File: config.mk
export PLATFORM = sky130hd
export DESIGN_NAME = gpio_port
export DESIGN_NICKNAME = d
export VERILOG_FILES = /design/src/shared/gpio_pkg.sv /design/src/design/pin_sync.sv /design/src/design/gpio_port.sv
export SDC_FILE = /design/constraint.sdc
export NUM_CORES = 1
export LEC_CHECK = 0
export BUFFER_PORTS_ARGS = -buffer_cell sky130_fd_sc_hd__buf_2
export CAP_MARGIN = 20
export CORE_UTILIZATION = 42
export CTS_BUF_LIST = sky130_fd_sc_hd__clkbuf_4 sky130_fd_sc_hd__clkbuf_8
export DETAILED_ROUTE_END_ITERATION = 8
export PLACE_DENSITY = 0.67
export SKIP_LAST_GASP = 1
export SYNTH_ARGS = -nofsm -noshare
export SYNTH_HDL_FRONTEND = slang
export SYNTH_SLANG_ARGS = --single-unit
File: constraint.sdc
create_clock -name core_clk -period 2.1 [get_ports core_clk]
set_clock_uncertainty 0.2 [all_clocks]
set_input_delay 0.21 -clock core_clk [delete_from_list [all_inputs] [get_ports core_clk]]
set_output_delay 0.21 -clock core_clk [all_outputs]
set_load 0.01 [all_outputs]
File: src/shared/gpio_pkg.sv
/*
 * Package for the 16-bit general-purpose I/O port: register offsets,
 * masked-array windows, reset values and the register request carrier.
 * Assumes byte addresses on a 12-bit register port with 32-bit data words.
 */
package gpio_pkg;

	localparam int PIN_W = 16;
	localparam int ADDR_W = 12;
	localparam int DATA_W = 32;

	// register byte offsets
	localparam logic [11:0] DATA_OFS = 12'h000;
	localparam logic [11:0] OUTPUT_VALUE_OFS = 12'h004;
	localparam logic [11:0] DIR_SET_OFS = 12'h010;
	localparam logic [11:0] DIR_CLEAR_OFS = 12'h014;
	localparam logic [11:0] PIN_FUNCTION_SET_OFS = 12'h018;
	localparam logic [11:0] PIN_FUNCTION_CLEAR_OFS = 12'h01C;
	localparam logic [11:0] IRQ_ENABLE_SET_OFS = 12'h020;
	localparam logic [11:0] IRQ_ENABLE_CLEAR_OFS = 12'h024;
	localparam logic [11:0] IRQ_TYPE_SET_OFS = 12'h028;
	localparam logic [11:0] IRQ_TYPE_CLEAR_OFS = 12'h02C;
	localparam logic [11:0] IRQ_POL_SET_OFS = 12'h030;
	localparam logic [11:0] IRQ_POL_CLEAR_OFS = 12'h034;
	localparam logic [11:0] IRQ_STATUS_OFS = 12'h038;

	// masked arrays: addr[11:10] selects the array, addr[9:2] is the mask
	localparam logic [1:0] LOW_BYTE_ARRAY_SEL = 2'h1;
	localparam logic [1:0] HIGH_BYTE_ARRAY_SEL = 2'h2;
	localparam int ARRAY_SEL_LSB = 10;
	localparam int MASK_LSB = 2;
	localparam int MASK_W = 8;

	// build-time defaults
	localparam logic [15:0] ALTFN_CAPABLE_DEFAULT = 16'hFFFF;
	localparam logic [15:0] ALTFN_RESET_DEFAULT = 16'h0000;
	localparam logic BIG_ENDIAN_DEFAULT = 1'h0;
	localparam logic [15:0] CTRL_RESET = 16'h0000;
	localparam logic [31:0] RDATA_RESET = 32'h0000_0000;

	// irq latency from pin to status, in core_clk cycles
	localparam int IRQ_LATENCY = 3;

	typedef struct packed {
		logic wr;
		logic rd;
		logic [11:0] addr;
		logic [31:0] wdata;
	} reg_req_t;

endpackage : gpio_pkg

File: src/design/pin_sync.sv
/*
 * Two-stage synchroniser for the sixteen port pins.
 * Assumes pins are asynchronous to core_clk; runs on the free-running clock.
 */
`timescale 1ns/1ps

module pin_sync (
	input wire logic core_clk,
	input wire logic reset_n,
	input wire logic [15:0] pin_in,
	output logic [15:0] pin_sync_out
);

	genvar i;
	generate
		for (i = 0; i < gpio_pkg::PIN_W; i++) begin : g_bit
			// bit 0 catches the pin, bit 1 is the only reader of bit 0
			logic [1:0] chain_ff;
			logic [1:0] nxt_chain;
			always_comb begin
				nxt_chain = {chain_ff[0], pin_in[i]};
			end
			always_ff @(posedge core_clk or negedge reset_n) begin
				if (!reset_n) begin
					chain_ff <= 2'h0;
				end else begin
					chain_ff <= nxt_chain;
				end
			end
			assign pin_sync_out[i] = chain_ff[1];
		end
	endgenerate

endmodule : pin_sync

File: src/design/gpio_port.sv
/*
 * Sixteen-pin general-purpose I/O port with set/clear control registers,
 * byte-wise masked access and per-pin level or edge interrupts.
 * Assumes a simple register port on core_clk; bus_clk_en stands for the
 * gateable bus clock, while pin sampling and irq detection run every cycle.
 */
`timescale 1ns/1ps

module gpio_port #(
	parameter logic [15:0] altfn_capable_mask = gpio_pkg::ALTFN_CAPABLE_DEFAULT,
	parameter logic [15:0] altfn_reset_value = gpio_pkg::ALTFN_RESET_DEFAULT,
	parameter logic big_endian = gpio_pkg::BIG_ENDIAN_DEFAULT
) (
	input wire logic core_clk,
	input wire logic reset_n,
	input wire logic bus_clk_en,
	input wire gpio_pkg::reg_req_t reg_req,
	output logic [31:0] reg_rdata,
	input wire logic [15:0] port_in,
	output logic [15:0] port_out,
	output logic [15:0] port_oe,
	output logic [15:0] port_altfn,
	output logic [15:0] per_pin_irq,
	output logic combined_irq
);

	////////////////////////////////////////////////////////////////////////////
	// request decode

	logic [15:0] sync_in;
	logic [31:0] wdata_le;
	logic [15:0] wd;
	logic wr_en;
	logic rd_en;
	logic [1:0] array_sel;
	logic [7:0] mask;
	logic [15:0] low_mask16;
	logic [15:0] high_mask16;

	function automatic logic [31:0] swap_bytes(input logic [31:0] w);
		swap_bytes = {w[7:0], w[15:8], w[23:16], w[31:24]};
	endfunction : swap_bytes

	pin_sync u_pin_sync (
		.core_clk(core_clk),
		.reset_n(reset_n),
		.pin_in(port_in),
		.pin_sync_out(sync_in)
	);

	always_comb begin
		wdata_le = big_endian ? swap_bytes(reg_req.wdata) : reg_req.wdata;
		wd = wdata_le[15:0];
		wr_en = reg_req.wr & bus_clk_en;
		rd_en = reg_req.rd & bus_clk_en;
		array_sel = reg_req.addr[gpio_pkg::ARRAY_SEL_LSB +: 2];
		mask = reg_req.addr[gpio_pkg::MASK_LSB +: gpio_pkg::MASK_W];
		low_mask16 = (array_sel == gpio_pkg::LOW_BYTE_ARRAY_SEL) ? {8'h00, mask} : 16'h0000;
		high_mask16 = (array_sel == gpio_pkg::HIGH_BYTE_ARRAY_SEL) ? {mask, 8'h00} : 16'h0000;
	end

	function automatic logic [15:0] wr_bits(input logic hit);
		wr_bits = (wr_en && hit) ? wd : 16'h0000;
	endfunction : wr_bits

	////////////////////////////////////////////////////////////////////////////
	// control registers

	logic [15:0] dout_ff, nxt_dout;
	logic [15:0] dir_ff, nxt_dir;
	logic [15:0] altfn_ff, nxt_altfn;
	logic [15:0] irq_en_ff, nxt_irq_en;
	logic [15:0] irq_type_ff, nxt_irq_type;
	logic [15:0] irq_pol_ff, nxt_irq_pol;
	logic [15:0] arr_mask;
	logic full_hit;

	always_comb begin
		full_hit = (reg_req.addr == gpio_pkg::DATA_OFS) || (reg_req.addr == gpio_pkg::OUTPUT_VALUE_OFS);
		arr_mask = wr_en ? (low_mask16 | high_mask16) : 16'h0000;
		nxt_dout = (dout_ff & ~arr_mask) | (wd & arr_mask);
		if (wr_en && full_hit) begin
			nxt_dout = wd;
		end
		nxt_dir = (dir_ff | wr_bits(reg_req.addr == gpio_pkg::DIR_SET_OFS))
			& ~wr_bits(reg_req.addr == gpio_pkg::DIR_CLEAR_OFS);
		nxt_altfn = ((altfn_ff | wr_bits(reg_req.addr == gpio_pkg::PIN_FUNCTION_SET_OFS))
			& ~wr_bits(reg_req.addr == gpio_pkg::PIN_FUNCTION_CLEAR_OFS)) & altfn_capable_mask;
		nxt_irq_en = (irq_en_ff | wr_bits(reg_req.addr == gpio_pkg::IRQ_ENABLE_SET_OFS))
			& ~wr_bits(reg_req.addr == gpio_pkg::IRQ_ENABLE_CLEAR_OFS);
		nxt_irq_type = (irq_type_ff | wr_bits(reg_req.addr == gpio_pkg::IRQ_TYPE_SET_OFS))
			& ~wr_bits(reg_req.addr == gpio_pkg::IRQ_TYPE_CLEAR_OFS);
		nxt_irq_pol = (irq_pol_ff | wr_bits(reg_req.addr == gpio_pkg::IRQ_POL_SET_OFS))
			& ~wr_bits(reg_req.addr == gpio_pkg::IRQ_POL_CLEAR_OFS);
	end

	always_ff @(posedge core_clk or negedge reset_n) begin
		if (!reset_n) begin
			dout_ff <= gpio_pkg::CTRL_RESET;
			dir_ff <= gpio_pkg::CTRL_RESET;
			altfn_ff <= altfn_reset_value & altfn_capable_mask;
			irq_en_ff <= gpio_pkg::CTRL_RESET;
			irq_type_ff <= gpio_pkg::CTRL_RESET;
			irq_pol_ff <= gpio_pkg::CTRL_RESET;
		end else begin
			dout_ff <= nxt_dout;
			dir_ff <= nxt_dir;
			altfn_ff <= nxt_altfn;
			irq_en_ff <= nxt_irq_en;
			irq_type_ff <= nxt_irq_type;
			irq_pol_ff <= nxt_irq_pol;
		end
	end

	assign port_out = dout_ff;
	assign port_oe = dir_ff;
	assign port_altfn = altfn_ff;

	////////////////////////////////////////////////////////////////////////////
	// interrupt detection, free-running

	logic [15:0] last_in_ff, nxt_last_in;
	logic [15:0] irq_status_ff, nxt_irq_status;
	logic [15:0] irq_event;
	logic [15:0] irq_clear;

	always_comb begin
		nxt_last_in = sync_in;
		// active level: pol 1 high, pol 0 low; edge: level now, not before
		irq_event = irq_en_ff & ~(sync_in ^ irq_pol_ff)
			& (~irq_type_ff | (last_in_ff ^ sync_in));
		irq_clear = wr_bits(reg_req.addr == gpio_pkg::IRQ_STATUS_OFS);
		nxt_irq_status = (irq_status_ff & ~irq_clear) | irq_event;
	end

	always_ff @(posedge core_clk or negedge reset_n) begin
		if (!reset_n) begin
			last_in_ff <= gpio_pkg::CTRL_RESET;
			irq_status_ff <= gpio_pkg::CTRL_RESET;
		end else begin
			last_in_ff <= nxt_last_in;
			irq_status_ff <= nxt_irq_status;
		end
	end

	assign per_pin_irq = irq_status_ff;
	assign combined_irq = |irq_status_ff;

	////////////////////////////////////////////////////////////////////////////
	// read data

	logic [31:0] rdata_ff, nxt_rdata;
	logic [15:0] rd_val;

	always_comb begin
		rd_val = 16'h0000;
		if (array_sel == gpio_pkg::LOW_BYTE_ARRAY_SEL || array_sel == gpio_pkg::HIGH_BYTE_ARRAY_SEL) begin
			rd_val = sync_in & (low_mask16 | high_mask16);
		end else begin
			unique case (reg_req.addr)
				gpio_pkg::DATA_OFS: rd_val = sync_in;
				gpio_pkg::OUTPUT_VALUE_OFS: rd_val = dout_ff;
				gpio_pkg::DIR_SET_OFS, gpio_pkg::DIR_CLEAR_OFS: rd_val = dir_ff;
				gpio_pkg::PIN_FUNCTION_SET_OFS, gpio_pkg::PIN_FUNCTION_CLEAR_OFS: rd_val = altfn_ff;
				gpio_pkg::IRQ_ENABLE_SET_OFS, gpio_pkg::IRQ_ENABLE_CLEAR_OFS: rd_val = irq_en_ff;
				gpio_pkg::IRQ_TYPE_SET_OFS, gpio_pkg::IRQ_TYPE_CLEAR_OFS: rd_val = irq_type_ff;
				gpio_pkg::IRQ_POL_SET_OFS, gpio_pkg::IRQ_POL_CLEAR_OFS: rd_val = irq_pol_ff;
				gpio_pkg::IRQ_STATUS_OFS: rd_val = irq_status_ff;
				default: rd_val = 16'h0000;
			endcase
		end
		nxt_rdata = rdata_ff;
		if (rd_en) begin
			nxt_rdata = big_endian ? swap_bytes({16'h0000, rd_val}) : {16'h0000, rd_val};
		end
	end

	always_ff @(posedge core_clk or negedge reset_n) begin
		if (!reset_n) begin
			rdata_ff <= gpio_pkg::RDATA_RESET;
		end else begin
			rdata_ff <= nxt_rdata;
		end
	end

	assign reg_rdata = rdata_ff;

	// per-pin latency and mode checks
	for (genvar k = 0; k < gpio_pkg::PIN_W; k++) begin : g_irq_chk

	end
endmodule : gpio_port

# Word-level counts from Yosys, hierarchy flattened
# Index checks and enable logic that the tools add are counted.
dict set report op_classes {
  mux 17
  n_eq_ne 14
  bitwise_logic 33
  reduce_logical 21
}
# operator count
set ops {}
lappend ops {{16-bit 2-to-1 mux} 15}
lappend ops {{16-bit bitwise AND} 11}
lappend ops {{16-bit inverter} 9}
lappend ops {{16-bit bitwise OR} 8}
lappend ops {{16-bit one-hot mux with 8 select lines} 1}
lappend ops {{12-bit by 6-bit equality test with 1-bit output (second input constant)} 7}
lappend ops {{12-bit by 5-bit equality test with 1-bit output (second input constant)} 4}
lappend ops {{16-bit XOR} 2}
lappend ops {{8-bit by 16-bit bitwise OR with 16-bit output} 1}
lappend ops {{16-bit OR reduction} 1}
lappend ops {{12-bit by 3-bit equality test with 1-bit output (second input constant)} 1}
lappend ops {{1-bit logical AND} 12}
lappend ops {{12-bit zero test} 1}
lappend ops {{2-bit OR reduction} 5}
lappend ops {{8-bit 2-to-1 mux} 1}
lappend ops {{1-bit bitwise AND} 2}
lappend ops {{2-bit by 1-bit equality test with 1-bit output (second input constant)} 1}
lappend ops {{2-bit equality test (second input constant)} 1}
lappend ops {{1-bit logical OR} 2}
dict set report word_totals {
  out_inout_bits 97
  elab_cells 110
  in_bits 65
  regBits 176
}

# Logic depth before layout (Yosys ltp)
# Gate-level depths: netlist of run 1.
dict set report logic_depth {
  ltp_word 8
  depth_mapped 8
  ltp_nobuf 6
}

# By module
# Synthesis of run 1 repeated with hierarchy kept, for this count alone.
dict set report unflattened {
  cells_unflattened 844
  hier_area_um2 8613.3
}
# module n_inst seq_area_each_um2 area_each_um2 cells_each
set by_module_without_submodules {}
lappend by_module_without_submodules {gpio_port 1 3603.5 7692.4 796}
lappend by_module_without_submodules {pin_sync 1 800.8 920.9 48}

# Worst setup path after synthesis of run 1
# No wires, ideal clock.
dict set report synth_timing {
  kind {input-to-reg}
  startpoint {input reg_req[36] (netlist bit)}
  endpoint {register with a tool-made name}
  path_slack_ns 0.001
  path_stages 7
  required_time_ns 1.773
  setup_ns 0.127
  path_buffers 3
  t_arrival_ns 1.771
  path_cell_list {buf_2 > nor4_1 > nand2b_1 > buf_2 > buf_6 > a21oi_2 > mux2_1}
}
# item line
set synth_rtl {}
lappend synth_rtl {{start: declaration} gpio_port.sv:17} ;# input wire gpio_pkg::reg_req_t reg_req,

# Worst setup path in the final report of run 1
dict set report layout_timing {
  startpoint {register irq_status_ff[6], in the netlist per_pin_irq[6]}
  endpoint {output combined_irq}
}
dict set report layout_between {
  elab_chain_len 1
}
# item line
set layout_rtl {}
lappend layout_rtl {{start: declaration} gpio_port.sv:123} ;# logic [15:0] irq_status_ff, nxt_irq_status;
lappend layout_rtl {{start signal: assignment} gpio_port.sv:139} ;# irq_status_ff <= gpio_pkg::CTRL_RESET;
lappend layout_rtl {{start signal: assignment} gpio_port.sv:142} ;# irq_status_ff <= nxt_irq_status;
lappend layout_rtl {{16-bit OR reduction} gpio_port.sv:147} ;# assign combined_irq = |irq_status_ff;
lappend layout_rtl {{end: declaration} gpio_port.sv:24} ;# output logic combined_irq
# Every way passes these cells.

==> results of run 1 <==
==> cells by family (layout without fill, tap and decap cells) <==
family	Yosys count	in the layout	share of synthesized area (%)
other cells	1	16	0.0446
xor+xnor	2	2	0.208
fa+ha+maj	3	3	0.446
compound gates	302	302	21.4
flops	176	176	52.4
simple gates	215	215	14.7
buf+inv	76	291	4.97
mux	45	45	5.85
==> where the power goes <==
group          internal, uW  switching (uW)  total (uW)
logic                   377             507         885
clock network          1350            1310        2650
registers              3530             132        3660
==> routing by layer <==
layer	up-vias	GRT usage, %	routed length [um]
met4	0	12.2	979
met5	-	0	0
met3	81	5.96	2530
li1	3427	-	-
met2	461	44.1	13000
met1	3740	39.8	11900
==> Yosys cell counts, types with 3 or more instances <==
library cell                instances
sky130_fd_sc_hd__a21oi_1          187
sky130_fd_sc_hd__dfrtp_1          176
sky130_fd_sc_hd__nand2_1           77
sky130_fd_sc_hd__nand3_1           29
sky130_fd_sc_hd__buf_2             28
sky130_fd_sc_hd__mux2_2            23
sky130_fd_sc_hd__nor3_1            23
sky130_fd_sc_hd__nor2b_1           22
sky130_fd_sc_hd__clkbuf_1          19
sky130_fd_sc_hd__o21ai_0           18
sky130_fd_sc_hd__a22o_1            16
sky130_fd_sc_hd__buf_4             16
sky130_fd_sc_hd__o31ai_1           15
sky130_fd_sc_hd__a21oi_2           14
sky130_fd_sc_hd__nor2_1            14
sky130_fd_sc_hd__mux2i_1           12
sky130_fd_sc_hd__mux2_1            10
sky130_fd_sc_hd__a31oi_1            9
sky130_fd_sc_hd__a22oi_1            8
sky130_fd_sc_hd__nor4_1             8
sky130_fd_sc_hd__a211oi_1           7
sky130_fd_sc_hd__nor4_4             7
sky130_fd_sc_hd__buf_1              6
sky130_fd_sc_hd__a221oi_1           5
sky130_fd_sc_hd__buf_6              5
sky130_fd_sc_hd__nand2b_1           5
sky130_fd_sc_hd__nor3_2             5
sky130_fd_sc_hd__o22ai_1            5
sky130_fd_sc_hd__o2bb2ai_1          5
sky130_fd_sc_hd__and4b_1            4
sky130_fd_sc_hd__a32oi_1            3
sky130_fd_sc_hd__a41oi_1            3
sky130_fd_sc_hd__ha_1               3
sky130_fd_sc_hd__nand3b_1           3
sky130_fd_sc_hd__nand4b_1           3
==> cell type report <==
cell class	instances	share of cell area (%)
Clock inverter	14	1.87
Timing Repair Buffer	257	17.3
Multi-Input combinational cell	583	34.3
Tap cell	265	3.09
Clock buffer	18	2.31
Sequential cell	176	41.1
Inverter	2	0.0700
==> timing repair <==
item / in CTS / in global routing
endpoints found under the hold margin: 305 / 0
gates resized for setup: 3 / 4
setup endpoints to repair: 1 / 1
gates cloned: 0 / 0
buffers inserted: 1 / 0
hold buffers: 36 / 0
pin swaps: 0 / 1
==> through the flow <==
| stage | cell area [um2] | hold WS (ns) |
|---|---|---|
| after floorplan | 8460 | -0.286 |
| after global placement | 9870 | -0.0470 |
| after detailed placement | 9870 | -0.0507 |
| after CTS | 10700 | 0.00320 |
| after global routing | 10700 | 0.0267 |
| final | 10700 | 0.0135 |
==> worst max-delay path by stage <==
| stage | startpoint | to | slack, ns |
|---|---|---|---|
| finish | per_pin_irq[6]$_DFF_PN0_ | combined_irq | 0.007 |
| global route | per_pin_irq[2]$_DFF_PN0_ | combined_irq | -0.07 |
| CTS | per_pin_irq[2]$_DFF_PN0_ | combined_irq | -0.006 |
| detailed placement | reg_req[40] | port_altfn[1]$_DFF_PN0_ | -0.23 |
| global placement | reg_req[40] | port_altfn[8]$_DFF_PN0_ | -0.21 |
| floorplan | reg_req[36] | flip-flop | 0.001 |
==> layout by cell type (no fill, tap or decap), drive strengths merged, types with 3 or more instances in the layout <==
| cell | netlist | routed |
|---|---|---|
| a32oi | 3 | 3 |
| o21ai | 19 | 19 |
| nor2 | 15 | 15 |
| dfrtp | 176 | 176 |
| nand4b | 3 | 3 |
| mux2i | 12 | 12 |
| a221oi | 5 | 5 |
| o2bb2ai | 5 | 5 |
| a211oi | 7 | 7 |
| mux2 | 33 | 33 |
| nand2 | 78 | 78 |
| buf | 55 | 221 |
| a22o | 16 | 16 |
| a22oi | 8 | 8 |
| nor4 | 15 | 15 |
| clkbuf | 19 | 18 |
| nor3 | 28 | 28 |
| nor2b | 22 | 22 |
| ha | 3 | 3 |
| nand3 | 29 | 29 |
| o31ai | 15 | 15 |
| inv | 2 | 7 |
| and4b | 4 | 4 |
| a21oi | 201 | 201 |
| a31oi | 9 | 9 |
| conb | 1 | 16 |
| clkinvlp | 0 | 3 |
| a41oi | 3 | 3 |
| nand2b | 5 | 5 |
| o22ai | 5 | 5 |
| nand3b | 4 | 4 |
| bufinv | 0 | 4 |
| dlygate4sd3 | 0 | 36 |
==> flip-flops by register name, summed over array words and instances, names as in the netlist, named ones only <==
signal / cells
port_oe: 16
irq_en_ff: 16
last_in_ff: 16
irq_type_ff: 16
per_pin_irq: 16
u_pin_sync.g_bit.chain_ff: 32
reg_rdata: 16
port_altfn: 16
irq_pol_ff: 16
==> results.md, run 1 <==
Setup path:
- The count of cell instances traversed by the critical path is 3.
- In this design, the stage delay of the slowest critical-path cell is 0.48 ns.
- The worst register-to-register path ends at reg_rdata[11]$_DFFE_PN0P_.
- Along the worst path, the maximum fanout reaches 4.
- Counting cells, the worst reg-to-reg path comes to 5.
- The critical register-to-register path startpoint is u_pin_sync.g_bit[11].chain_ff[1]$_DFF_PN0_.
- The worst setup path is launched from a flip-flop.
- Data on the critical path is required at its endpoint by between 1.5 and 2 ns.
- The slack of the worst reg-to-reg path is roughly 0.34 ns.
- The cell family contributing the most delay on the critical path is simple AND/OR/NAND/NOR gates.
- The total buffers and inverters traversed by the critical path is 1.
- The data arrival time of the worst path is around 1.7 ns.
- STA classifies the critical path endpoint as an output port.
- The critical path goes through nor4_2 -> nand4_1 -> buf_2.
- The highest-delay cell along the critical path is sky130_fd_sc_hd__dfrtp_2.
- The setup path with the least slack is of type flip-flop to output port.

Synth:
- The flip-flop and latch count after synthesis is between 150 and 200.
- The most common flop cell mapped by yosys is sky130_fd_sc_hd__dfrtp_1.
- The count of mapped cells out of synthesis is 820.
- In the synthesized netlist the async set-or-reset flop fraction comes to between 90% and 100%.
- Of the post-synthesis cell area, the dominant cell type holds approximately 52%.
- The sequential area share after synthesis is a little over half.
- The number of warnings printed during yosys synthesis is 0.
- Counting distinct cell types in the post-synthesis netlist gives between 50 and 60.
- The cell area that synthesis handed to floorplanning was 8410 um2.
- sky130_fd_sc_hd__dfrtp_1 takes more of the synthesized area than any other cell.
- By area the synthesized netlist is led by sky130_fd_sc_hd__dfrtp_1, sky130_fd_sc_hd__a21oi_1, sky130_fd_sc_hd__nand2_1, sky130_fd_sc_hd__mux2_2, sky130_fd_sc_hd__nor4_4.
- Each instance of the synthesized netlist takes up on average between 10 and 15 um2.
- In this run, synthesis inferred 0 flip-flops with an integrated enable.

Route:
- In the final routed layout, each cell accounts on average for around 22 um.
- After detailed routing, the total wire length is 28400 um.
- The post-route antenna net violation count is 0.
- The first-pass iteration count of the detailed router is 5.
- The via count of the routed design is approximately 7700.
- The mean number of vias per cell is approximately 5.9.
- After detailed routing, the number of remaining DRC violations is 0.
- The iteration-0 DRC count of the detailed router is 878.

Floorplanning:
- The chip width is 143 um.
- The height of the die is 143 um.
- The number of rows in the core area is 51.
- The effective utilization at floorplan is a little over two fifths.
- After floorplanning, the core was sized to cover 19500 um2.
- The die covers roughly 20000 um2.
- The number of ports placed on the die boundary is between 150 and 200.

Global routing:
- The number of global-route vias before repair is about 7300.
- The initial antenna violation count is 1.
- The overall global routing resource usage is between 20 and 30%.
- The first-pass GRT wire length is 43200 um.
- Summed over all layers, the global routing overflow is 0.
- The largest net degree at the start of global routing is between 50 and 60.

STA:
- The final-report setup violation count is 0.
- At the pin with the least slew margin, the transition time is approximately 0.69 ns.
- The total negative slack for setup checks is 0 ns.
- Setup repair after global routing could not meet its margin everywhere.
- The final worst setup slack is between 0.007 and 0.008 ns.
- The max-slew violation count is 0.
- For this run, the top clock speed supported by timing is between 400 and 500 MHz.
- Subtracting the final worst setup slack from the clock period gives roughly 2.1 ns.
- The final-report hold violation count is 0.
- The period utilization is around 100%.
- The worst slew margin relative to its limit is between 50 and 60%.

Worst hold path:
- The tightest min-delay check is of the primary input to async pin type.

Finish:
- The number of antenna diodes is 0.
- The multi-input gate area in the final layout is 3680 um2.
- The layout net count is 1105.
- The non-filler instance count after layout is 1315.
- From synthesis to final layout, the design area changed by 27.5%.
- The utilization after layout is 54.9%.
- Counting the fill cells in the layout gives approximately 1800.
- Summing all flip-flop and latch instances after layout gives 4410 um2.
- The post-route netlist has between 20 and 30% of its cells at a drive strength greater than 1.

Power:
- Power spread over the standard cell area amounts to roughly 670 nW/um2.
- The maximum resistive drop on vdd is roughly 0.00037 V.
- The analysis attributes to cell leakage a power of 0.00487 uW.
- The sum of internal, switching and leakage power is around 7000 uW.

Clock network:
- The number of clock sinks is between 150 and 200.
- After clock tree synthesis, the clock-pin slew on the worst setup and hold paths is 0.09 ns.
- CTS built an H-tree with a depth of 4.
- Counting along the longest clock path gives a buffer depth of 2.
- The clock tree from TritonCTS is done.
- Buffers inserted during clock tree synthesis total 17.
- For the worst-skew pair, the clock arrives at the later sink with an insertion delay of about 0.47 ns.
- The root buffer cell is sky130_fd_sc_hd__clkbuf_8.

Flow run:
- The tool flagged a number of max-cap violations equal to 0.

Place:
- The placed instance count is around 1200.
- Prior to clock tree synthesis, the placed netlist has a worst setup slack of -0.235 ns.
- The half-perimeter wire length of the detailed placement result is approximately 20000 um.
- The number of buffers added on ports is ~130.
- At the end of routability-driven placement, the weighted congestion stood at roughly 0.94.

Run status:
- The flow ran to the end, and the final reports show no timing, DRC or antenna violations.
Note: power is estimated with default switching activity, not from simulation.
==> run 2, diff against run 1 <==
--- a/config.mk
+++ b/config.mk
@@ -11,6 +11,7 @@
 export CTS_BUF_LIST = sky130_fd_sc_hd__clkbuf_4 sky130_fd_sc_hd__clkbuf_8
 export DETAILED_ROUTE_END_ITERATION = 8
 export PLACE_DENSITY = 0.67
+export REMOVE_ABC_BUFFERS = 1
 export SKIP_LAST_GASP = 1
 export SYNTH_ARGS = -nofsm -noshare
 export SYNTH_HDL_FRONTEND = slang
==> run 2 against run 1 <==
Effect of this change: worst setup slack improved by 0.041 ns; clock-buffer cell count is the same; critical path depth is the same; maximum frequency grew 2.0%; die area unchanged; hold slack improved by 0.023 ns; combinational power down 0.8%; register-to-register slack improved by 0.02 ns; design area is 1.1% lower; global-route usage decreased by 1.0 points; critical endpoint unchanged; largest cell class unchanged; highest routed layer unchanged.
==> results.md, run 2 (same netlist as run 1, synthesis figures left out) <==
Route:
- The mean number of vias per cell came to 5.76 (-1.7%).
- The highest signal layer in the routed design is met4.
- The total met2 wirelength after detailed routing is 13000 um (-0.33%).
- The via count of the routed design is 7592 (-1.5%).
- The total length of routed met3 wires is 2320 um (-8.4%).
- The post-route antenna net violation count was 0 (unchanged).
- The first-pass iteration count of the detailed router is 6 (+1).
- The wire length after detailed routing came to 27800 um (-2.2%).
- The post-detailed-route DRC marker count is 0 (unchanged).
- The iteration-0 DRC count of the detailed router is 713 (-19%).
- The length of routed wiring on met1 was 11800 um (-0.86%).
- The wire length per cell is 21.1 um (-2.3%).

STA:
- Setup repair after global routing could not meet its margin everywhere.
- The slew at the pin closest to its max-slew limit is 0.811 ns (+0.116 ns).
- The final-report setup violation count is 0 (unchanged).
- The max-slew violation count is 0 (unchanged).
- The worst hold margin was 0.0362 ns (+0.0227 ns).
- The period utilization is 97.7% (-2.0 points).
- The final-report hold violation count is 0 (unchanged).
- The upper clock frequency limit is 487 MHz (+2.0%).
- The post-layout minimum cycle time was 2.05 ns (-0.0410 ns).
- The worst slew margin relative to its limit is 45.7% (-7.9 points).

Clock network:
- The TritonCTS buffer count is 17 (unchanged).
- The root buffer cell is sky130_fd_sc_hd__clkbuf_8.
- TritonCTS built the clock tree.
- The maximum level of the CTS H-tree was 4 (unchanged).
- The clock-pin slew of the registers on the worst-case setup and hold paths was 0.09 ns (about the same).
- The number of buffers on the longest clock path came to 2 (unchanged).
- The number of clock sinks is 176 (unchanged).
- The source-to-sink clock delay at the later pin of the worst-skew pair is 0.47 ns (about the same).

Finish:
- The post-layout instance area was 10600 um2 (-1.1%).
- The signed area change from the synthesized netlist to the final layout is 26.1%.
- The layout cell share with drive strength beyond 1 is 30.2% (+0.26 points).
- The number of fill cells in the layout was 1802 (+1.7%).
- The flip-flop count of the largest register after layout is 32 (unchanged).
- Leaving out fill and tap cells, the most frequent cell in the layout is sky130_fd_sc_hd__a21oi_1.
- The layout net count was 1106 (+0.090%).
- The multi-input gate area in the final layout was 3680 um2 (about the same).
- The register ranked first by flip-flop count is u_pin_sync.g_bit.chain_ff.
- The top cell types in the final layout, fill and taps aside, are sky130_fd_sc_hd__a21oi_1, sky130_fd_sc_hd__dfrtp_1, sky130_fd_sc_hd__buf_2, sky130_fd_sc_hd__buf_4, sky130_fd_sc_hd__nand2_1.
- The sequential cell area in the final layout is 4410 um2 (about the same).

Floorplanning:
- The number of rows in the core area is 51 (unchanged).
- The number of ports placed on the die boundary is 162 (unchanged).
- The chip width is 143 um (unchanged).
- The effective utilization at floorplan is 43.1% (unchanged).
- The die area is 20600 um2 (unchanged).
- The core footprint is 19500 um2 (unchanged).
- The height of the die came to 143 um (unchanged).

Global routing:
- The largest net degree at the start of global routing is 54 (unchanged).
- The first-pass GRT wire length came to 41900 um (-2.8%).
- The overall global routing resource usage is 27.9% (-1.0 points).
- The number of global-route vias before repair was 7298 (-0.40%).
- The initial antenna violation count was 1 (unchanged).
- The overall overflow remaining after global route came to 0 (unchanged).

Place:
- The placement-stage cell area came to 9790 um2 (-0.81%).
- The number of buffers added on ports was 129 (unchanged).
- The half-perimeter wire length of the detailed placement result is 19900 um (-1.6%).
- The final weighted congestion in routability-driven placement was 0.909 (-3.3%).

Setup path:
- The startpoint kind of the worst setup timing path is a flip-flop.
- The data arrival time of the worst path came to 1.64 ns (-0.04 ns).
- The worst-path maximum fanout came to 4 (unchanged).
- The slowest stage of the critical path belongs to the cell sky130_fd_sc_hd__dfrtp_1.
- The critical path goes through nor4_4 -> nand4_1 -> buf_2.
- The total buffers and inverters traversed by the critical path came to 1 (unchanged).
- The delay of the slowest cell on the worst path is 0.46 ns (-0.02 ns).
- The worst setup path category is flip-flop to output port.
- The data required time of the worst path is 1.69 ns (about the same).
- The endpoint type of the worst setup path is an output port.
- The cell family contributing the most delay on the critical path is simple AND/OR/NAND/NOR gates.

Run status:
- The run finished with clean final reports.

Flow run:
- The max capacitance violation total came to 0 (unchanged).

Power:
- The power density over the cells came to 655 nW/um2 (-2.5%).
- The maximum resistive drop on vdd is 0.000648 V (+74%).
- The total leakage power is 0.00483 uW (-0.83%).
- The sum of internal, switching and leakage power is 6940 uW (-3.6%).

Worst hold path:
- The worst hold path class is primary input to async pin.
-- run 2: cell types whose count changed in the layout (fill, tap and decap cells not counted), moves of 2 or more --
cell                        before  now
sky130_fd_sc_hd__dfrtp_1       174  172
sky130_fd_sc_hd__buf_12         12    5
sky130_fd_sc_hd__buf_4          80   89
sky130_fd_sc_hd__clkinv_4        1    3
sky130_fd_sc_hd__bufinv_16       4    2
sky130_fd_sc_hd__dfrtp_2         2    4
sky130_fd_sc_hd__nor4_2          3    1
-- run 2: worst paths after layout --
path	startpoint	to	slack [ns]	depth (start not counted)
min in group core_clk	reg_req[36]	reg_rdata[0]$_DFFE_PN0P_	0.04	3
worst max register to register	u_pin_sync.g_bit[11].chain_ff[1]$_DFF_PN0_	reg_rdata[11]$_DFFE_PN0P_	0.36	5
max in group asynchronous	reset_n	u_pin_sync.g_bit[6].chain_ff[0]$_DFF_PN0_	0.91	3
worst max-delay path	per_pin_irq[5]$_DFF_PN0_	combined_irq	0.05	3
worst min register to register	u_pin_sync.g_bit[6].chain_ff[0]$_DFF_PN0_	u_pin_sync.g_bit[6].chain_ff[1]$_DFF_PN0_	0.14	0
worst min-delay path	reset_n	u_pin_sync.g_bit[4].chain_ff[0]$_DFF_PN0_	0.04	2
-- run 2: through the flow --
stage / TNS (ns) / cells / utilization, % / worst slack [ns]
6_report: 0 / 1317 / 54.3 / 0.0484
5_1_grt: -0.00720 / 1316 / 54.3 / -0.00720
4_1_cts: 0 / 1314 / 54.2 / 0.00629
3_5_place_dp: -5.45 / 1247 / 50.1 / -0.152
3_3_place_gp: -3.02 / 1247 / 50.1 / -0.118
2_1_floorplan: -10.65 / 761 / - / -0.332
-- run 2: per-layer routing --
layer  vias up  global-route usage [%]
met5         -                       0
met1      3737                    36.8
met4         0                    10.3
li1       3432                       -
met2       373                    44.4
met3        50                    6.70
-- run 2: cell type report --
| class | instances | area share, % |
|---|---|---|
| flip-flops and latches | 176 | 41.6 |
| multi-input cells | 583 | 34.7 |
| repair buffers | 258 | 16.7 |
| well taps | 265 | 3.13 |
| clock buffers | 18 | 2.34 |
| clock inverters | 14 | 1.45 |
| inverters | 2 | 0.0708 |
| diodes | 1 | 0.0236 |
-- run 2: report_power, final --
group / switching, uW / internal (uW) / leakage (uW)
combinational: 505 / 373 / 0.00232
clock: 1300 / 1100 / 0.000196
sequential: 134 / 3530 / 0.00231
-- run 2: timing repair --
item                                    4_1_cts  5_1_grt
hold endpoints to repair                    305        0
pin swaps                                     0        2
buffers inserted                              0        2
cloned                                        0        0
gates resized for setup                       5        4
endpoints found under the setup margin        1        1
hold buffers                                 35        0
